==> src/design/iwd_pkg.sv <==
// iwd_pkg: constants of the io-mapped watchdog
// assumes: byte-wide io port cycles timed by core_clk at 200 MHz
package iwd_pkg;
  localparam logic [15:0] IO_BASE = 16'h0A00;
  localparam logic [7:0] OFS_ENABLE = 8'h47;
  localparam logic [7:0] OFS_UNIT = 8'h65;
  localparam logic [7:0] OFS_COUNT = 8'h66;
  localparam logic [7:0] OFS_STATUS = 8'h67;
  localparam logic [7:0] ENABLE_KEY = 8'h0C;
  localparam int UNIT_SEC_BIT = 7;
  localparam int STATUS_BIT = 0;
  localparam logic [7:0] ENABLE_RST = 8'h00;
  localparam logic [7:0] UNIT_RST = 8'h00;
  localparam logic [7:0] COUNT_RST = 8'h00;
  localparam logic [7:0] READ_IDLE = 8'h00;
  localparam longint CLK_PERIOD_NS = 5;
  localparam longint SECOND_NS = 1_000_000_000;
  localparam int SEC_CYCLES = int'(SECOND_NS / CLK_PERIOD_NS);
  localparam int MINUTE_SECONDS = 60;
endpackage : iwd_pkg

==> src/design/iwd_tick_if.sv <==
// iwd_tick_if: unit tick handshake between watchdog core and prescaler
// assumes: both ends on core_clk
`timescale 1ns/1ps
interface iwd_tick_if;
  logic run;     // prescaler counts while high
  logic unitSec; // 1 = seconds, 0 = minutes
  logic tick;    // one-cycle pulse per elapsed unit
  modport core (output run, output unitSec, input tick);
  modport scaler (input run, input unitSec, output tick);
endinterface : iwd_tick_if

==> src/design/iwd_watchdog.sv <==
// iwd_watchdog: io-mapped watchdog timer with byte-wide port access
// assumes: io strobes are synchronous one-cycle pulses on core_clk
`timescale 1ns/1ps
// Summary of operation
// RQ1 - The registers are decoded as byte offsets from io base A00h.
// RQ2 - Writing 0Ch to offset 47h switches the watchdog function on.
// RQ3 - Bit 7 at offset 65h picks the unit, 0 for minutes by default, 1 for seconds.
// RQ4 - Offset 66h holds the 8-bit time-out count, 0 to 255, in the chosen unit.
// RQ5 - Writing zero to the time-out count disables the watchdog.
// RQ6 - Status bit 0 is read/write and reads 1 after a time-out, 0 while counting.
// RQ7 - When enabled with a nonzero count the timer counts down per unit and expires.
module iwd_watchdog #(
  parameter int SEC_CYCLES = iwd_pkg::SEC_CYCLES
) (
  input wire logic core_clk,        // 200 MHz clock
  input wire logic rst,             // async reset, high
  input wire logic [15:0] ioAddr,   // io port address
  input wire logic ioWr,            // write strobe, one cycle
  input wire logic ioRd,            // read strobe, one cycle
  input wire logic [7:0] ioWdata,   // write byte
  output logic [7:0] ioRdata,       // read byte, valid cycle after ioRd
  output logic timeoutOut           // high while time-out status set
);
  initial begin
    if (SEC_CYCLES < 1) $error("iwd_watchdog: SEC_CYCLES must be positive");
  end

  function automatic logic hit(input logic [15:0] a, input logic [7:0] ofs);
    hit = (a == iwd_pkg::IO_BASE + {8'h00, ofs}); // [RQ1]
  endfunction : hit

  iwd_tick_if tk ();

  // countQ is what software reads back, cntQ the live down-counter
  logic [7:0] enableQ;
  logic [7:0] enableD;
  logic [7:0] unitQ;
  logic [7:0] unitD;
  logic [7:0] countQ;
  logic [7:0] countD;
  logic [7:0] cntQ;
  logic [7:0] cntD;
  logic [7:0] rdQ;
  logic [7:0] rdD;
  logic statusQ;
  logic statusD;
  logic runQ;
  logic runD;
  logic wdOn;
  logic wrEn;
  logic wrUnit;
  logic wrCnt;
  logic wrSt;
  logic expire;
  logic stopReq;

  always_comb begin
    wrEn = ioWr && hit(ioAddr, iwd_pkg::OFS_ENABLE);
    wrUnit = ioWr && hit(ioAddr, iwd_pkg::OFS_UNIT);
    wrCnt = ioWr && hit(ioAddr, iwd_pkg::OFS_COUNT);
    wrSt = ioWr && hit(ioAddr, iwd_pkg::OFS_STATUS);
    wdOn = (enableQ == iwd_pkg::ENABLE_KEY); // [RQ2]
    stopReq = !wdOn || cntQ == 8'h00 || statusQ; // [RQ5]
    // a reload in the same cycle as the last tick wins: it is a kick
    expire = runQ && tk.tick && (cntQ == 8'h01) && !wrCnt && !stopReq; // [RQ7]
    enableD = wrEn ? ioWdata : enableQ; // [RQ2]
    unitD = wrUnit ? {ioWdata[iwd_pkg::UNIT_SEC_BIT], 7'h00} : unitQ; // [RQ3]
    countD = wrCnt ? ioWdata : countQ; // [RQ4]
    cntD = cntQ;
    runD = runQ;
    if (wrCnt) begin
      // reload restarts the unit divider; zero stops the timer
      cntD = ioWdata; // [RQ4]
      runD = 1'b0; // [RQ5]
    end else if (stopReq) begin
      runD = 1'b0; // [RQ5]
    end else if (!runQ) begin
      runD = 1'b1; // [RQ7]
    end else if (tk.tick) begin
      cntD = cntQ - 8'h01; // [RQ7]
      if (expire) begin
        runD = 1'b0;
      end
    end
    // expiry wins over a software write in the same cycle
    statusD = statusQ;
    if (wrSt) begin
      statusD = ioWdata[iwd_pkg::STATUS_BIT]; // [RQ6]
    end
    if (expire) begin
      statusD = 1'b1; // [RQ6] [RQ7]
    end
    rdD = rdQ;
    if (ioRd) begin
      rdD = iwd_pkg::READ_IDLE;
      if (hit(ioAddr, iwd_pkg::OFS_ENABLE)) begin
        rdD = enableQ;
      end else if (hit(ioAddr, iwd_pkg::OFS_UNIT)) begin
        rdD = unitQ;
      end else if (hit(ioAddr, iwd_pkg::OFS_COUNT)) begin
        rdD = countQ;
      end else if (hit(ioAddr, iwd_pkg::OFS_STATUS)) begin
        rdD = {7'h00, statusQ}; // [RQ6]
      end
    end
  end

  always_ff @(posedge core_clk or posedge rst) begin
    if (rst) begin
      enableQ <= iwd_pkg::ENABLE_RST;
      unitQ <= iwd_pkg::UNIT_RST;
      countQ <= iwd_pkg::COUNT_RST;
      cntQ <= iwd_pkg::COUNT_RST;
      runQ <= 1'b0;
      statusQ <= 1'b0;
      rdQ <= iwd_pkg::READ_IDLE;
    end else begin
      enableQ <= enableD;
      unitQ <= unitD;
      countQ <= countD;
      cntQ <= cntD;
      runQ <= runD;
      statusQ <= statusD;
      rdQ <= rdD;
    end
  end

  assign tk.run = runQ;
  assign tk.unitSec = unitQ[iwd_pkg::UNIT_SEC_BIT];
  assign ioRdata = rdQ;
  assign timeoutOut = statusQ;

  iwd_prescaler #(.SEC_CYCLES(SEC_CYCLES), .MIN_SECS(iwd_pkg::MINUTE_SECONDS)) uScaler (
    .core_clk(core_clk),
    .rst(rst),
    .tk(tk)
  );
endmodule : iwd_watchdog

==> src/design/iwd_prescaler.sv <==
// iwd_prescaler: divides core_clk down to second or minute ticks
// assumes: run drops whenever the timer is stopped or reloaded
`timescale 1ns/1ps
module iwd_prescaler #(
  parameter int SEC_CYCLES = iwd_pkg::SEC_CYCLES,
  parameter int MIN_SECS = iwd_pkg::MINUTE_SECONDS
) (
  input wire logic core_clk, // system clock
  input wire logic rst,      // async reset, high
  iwd_tick_if.scaler tk      // tick request and pulse
);
  initial begin
    // the seconds-of-minute counter is only eight bits wide
    if (SEC_CYCLES < 1 || MIN_SECS < 1 || MIN_SECS > 256) $error("iwd_prescaler: bad divider");
  end

  logic [31:0] cycQ, cycD;
  logic [7:0] secQ, secD;
  logic tickQ, tickD;
  logic secEnd;

  always_comb begin
    secEnd = (cycQ == 32'(SEC_CYCLES - 1));
    cycD = cycQ + 32'h0000_0001;
    secD = secQ;
    tickD = 1'b0;
    if (!tk.run) begin
      cycD = 32'h0000_0000;
      secD = 8'h00;
    end else if (secEnd) begin
      cycD = 32'h0000_0000;
      // minutes built from seconds so one divider serves both units
      if (tk.unitSec || secQ == 8'(MIN_SECS - 1)) begin
        secD = 8'h00;
        tickD = 1'b1;
      end else begin
        secD = secQ + 8'h01;
      end
    end
  end

  always_ff @(posedge core_clk or posedge rst) begin
    if (rst) begin
      cycQ <= 32'h0000_0000;
      secQ <= 8'h00;
      tickQ <= 1'b0;
    end else begin
      cycQ <= cycD;
      secQ <= secD;
      tickQ <= tickD;
    end
  end

  assign tk.tick = tickQ & tk.run;
endmodule : iwd_prescaler

==> config.mk <==
export PLATFORM = sky130hd
export DESIGN_NAME = iwd_watchdog
export DESIGN_NICKNAME = d
export VERILOG_FILES = /design/src/design/iwd_pkg.sv /design/src/design/iwd_tick_if.sv /design/src/design/iwd_watchdog.sv /design/src/design/iwd_prescaler.sv
export SDC_FILE = /design/constraint.sdc
export NUM_CORES = 1
export LEC_CHECK = 0
export BUFFER_PORTS_ARGS = -buffer_cell sky130_fd_sc_hd__buf_2
export CORE_ASPECT_RATIO = 0.9
export CORE_MARGIN = 3
export CORE_UTILIZATION = 59
export DETAILED_ROUTE_END_ITERATION = 12
export PLACE_DENSITY = 0.9
export SYNTH_ARGS = -nofsm -noshare
export SYNTH_HDL_FRONTEND = slang
export SYNTH_SLANG_ARGS = --single-unit
==> constraint.sdc <==
create_clock -name core_clk -period 2.8 [get_ports core_clk]
set_input_delay 0.56 -clock core_clk [delete_from_list [all_inputs] [get_ports core_clk]]
set_output_delay 0.56 -clock core_clk [all_outputs]
set_load 0.03 [all_outputs]
==> impl_metrics.csv <==
group,metric,value,unit
timing,worst_slew_pin_slew,941,ps
floorplanning,core,0.00622,mm2
cells_and_area,antennaDiodeCount,0,
route,drc,0,
power,powerDensity,476,mW/mm2
cells_and_area,area_growth,12.8,%
floorplanning,die-height,82.7,um
cells_and_area,drive_gt1_share,20.8,%
yosys,synth_area,0.00386,mm2
yosys,synthMuxAreaShare,6.87,%
yosys,synth_xor_area_share,6.81,%
placement,gp_congestion,0.890,
worst_setup_path,path_delay_family,"simple AND/OR/NAND/NOR gates",
timing,setup_viol,0,
global_routing,grt_pass1_wl,14000,um
placement,dp_hpwl,5910,um
route,ant_nets,0,
yosys,synth_most_common_cell,"dfrtp_1",
route,detail_route.vias_per_cell,6.04,
power,power.leakage,0.00185,uW
worst_setup_path,crit_fanout,16,
worst_setup_path,cp-start-kind,"flip-flop",
yosys,synth_area_per_cell,10.1,um2
worst_setup_path,critPathMaxStageDelay,630,ps
route,vias,3104,
worst_setup_path,path_cells,"ha_1 -> nand4_4 -> or2_4 -> or4_4 -> or4b_1 -> a21boi_1",
placement,post-place-cells,498,
cts,cts_tree,"yes",
timing,layout_min_cycle_time,2540,ps
yosys,synth-simple-area-share,24.8,%
yosys,seq_area_frac_synth,49.3,%
timing,max_freq,393,MHz
yosys,netlist_top_cells_area,"dfrtp_1, mux2_2, xor2_1",
yosys,synth-compound-area-share,8.04,%
yosys,synth_edf_count,0,
job,cap_violations,0,
global_routing,antenna_found_initial,0,
yosys,yosys.area_share.adder,1.62,%
global_routing,overflow,0,
placement,port_buffers,36,
cts,cts-hold-fix-buffers,0,
yosys,synth_warnings,0,
yosys,synth_top_cell_area_share,49.3,%
cts,cts.htree.levels,3,
yosys,synthFlopType,"dfrtp_1",
yosys,syn_nets,414,
route,detail_route.iter0.violations,256,
cts,ctsResizeCount,0,
cells_and_area,fillers,489,
hold_path,hold_path_class,"primary input to async pin",
floorplanning,ios,37,
global_routing,grt_pass1_vias,2957,
yosys,netlist_top_cells_count,"dfrtp_1, nor2_1, xor2_1",
route,firstDrtPassIters,4,
timing,skew,8.73,ps
route,routed_wl,8440,um
cells_and_area,final_cells,514,
cts,cts.sinks,76,
worst_setup_path,end_kind,"flip-flop",
floorplanning,rows,27,
cts,clockRootBuffer,"clkbuf_8",
global_routing,grt_use_total,23.6,%
yosys,yosys.area.top_type,"dfrtp_1",
yosys,synth_seq_cells,76,
yosys,synth_cells,381,
global_routing,grt_max_degree,77,
worst_setup_path,path_buf_inv,0,
floorplanning,die_width,91.2,um
power,ir_worst_vdd,0.358,mV
floorplanning,initial_core_util,62.1,%
yosys,synthDistinctLibCells,47,
worst_setup_path,path_class,"flip-flop to flip-flop",
cts,cts_made_buffers,9,
cts,clk_latency,360,ps
timing,fin_tns_setup,0,ps
cts,cts.clk_slew.worst_paths,80,ps
timing,rsz0062_at_grt,"no",
cts,post-cts-setup-buffers,0,
yosys,synth_top_family_by_area,"simple AND/OR/NAND/NOR gates",
timing,period_share,90.8,%
status,status,"finished, final reports clean",
yosys,async_flop_share,100,%
floorplanning,die_area,0.00755,mm2
cells_and_area,design.final.nets,455,
timing,hold_viol,0,
worst_setup_path,arrival,2820,ps
cts,clock_path_buffers,2,
route,wl_per_cell,16.4,um
timing,slew_viol_final,0,
worst_setup_path,cp_slowest_cell,"or4_4",
timing,slew_headroom,36.7,%
worst_setup_path,cp.required,3080,ps
## path summary, 6_finish.rpt
check | from | end | slack (ps) | depth (start not counted)
min reg2reg | uScaler.cycQ[0]$_DFF_PP0_ | uScaler.cycQ[0]$_DFF_PP0_ | 520 | 1
max reg2reg | uScaler.cycQ[0]$_DFF_PP0_ | uScaler.secQ[3]$_DFFE_PP0P_ | 260 | 6
max | uScaler.cycQ[0]$_DFF_PP0_ | uScaler.secQ[3]$_DFFE_PP0P_ | 260 | 6
min in group core_clk | ioWdata[6] | enableQ[6]$_DFFE_PP0P_ | 470 | 2
min | rst | uScaler.secQ[5]$_DFFE_PP0P_ | 280 | 3
max in group asynchronous | rst | uScaler.cycQ[2]$_DFF_PP0_ | 2210 | 3
## power breakdown
| group | total (uW) | internal [uW] | switching [uW] |
|---|---|---|---|
| logic | 94.0 | 29.7 | 64.3 |
| registers | 1110 | 1100 | 4.58 |
| clock network | 871 | 425 | 445 |
## cells by family (layout without fill, tap and decap cells)
group | after synthesis | after routing
buffers and inverters | 22 | 68
xor gates and xnor gates | 30 | 30
DFF | 76 | 76
muxes | 24 | 24
and+or+nand+nor | 172 | 172
adders and majority gates | 5 | 5
AOI/OAI and AO/OA | 52 | 52
## area by class of cell
class                   count  area, um2  area share [%]
well taps                  87        109            2.50
clock inverters             7       82.6            1.90
flip-flops and latches     76       1900            43.7
clock buffers               9        124            2.85
multi-input cells         283       1860            42.7
inverters                   9       33.8           0.776
repair buffers             43        245            5.63
## worst reg2reg max path, cell delays in order, from the launching register on
cell and delay (ps):
dfrtp_1 410, ha_1 270, nand4_4 130, or2_4 290
or4_4 630, or4b_1 560, a21boi_1 170
## state kept, by name (all words and copies together), names as in the netlist
register and flops:
cntQ 8, uScaler.tickQ 1, unitQ 1, timeoutOut 1, runQ 1, uScaler.secQ 8, countQ 8, ioRdata 8
uScaler.cycQ 32, enableQ 8
## placed cells by master (no fill, tap or decap), types with 3 or more instances in the layout
cell type / instances
or4_1: 4
mux2_2: 20
and3_1: 5
ha_1: 5
nor4b_1: 3
nor2_1: 49
nor3_1: 7
a21boi_1: 6
and4_1: 3
and2_1: 8
nor2b_1: 6
nand4_1: 16
buf_2: 36
xor2_1: 23
o21ai_0: 11
a21oi_1: 21
clkbuf_8: 9
a22oi_1: 7
dfrtp_1: 76
xnor2_1: 7
nand3_1: 21
or3_1: 5
mux2i_1: 4
nand2_1: 20
nor3b_1: 3
buf_4: 6
inv_1: 8
nor4_1: 7
nand4b_1: 3
## metal layers
metal / routed length [um] / global-route usage, %
met5: 0 / 0
met4: 155 / 9.04
met3: 462 / 5.25
met2: 4090 / 39.3
met1: 3730 / 30.8
## per-stage QoR
stage | util, % | cell area, um2 | power [uW] | worst slack, ps | hold WS (ps)
floorplan | - | 3860 | 1180 | 302 | 468
global placement | 66.7 | 4150 | 1220 | 329 | 481
detailed placement | 66.7 | 4150 | 1230 | 275 | 497
CTS | 70.0 | 4350 | 2090 | 253 | 291
global route | 70.0 | 4350 | 2150 | 181 | 310
finish | 70.0 | 4350 | 2070 | 258 | 276
Power figures use the tool's default switching activity.
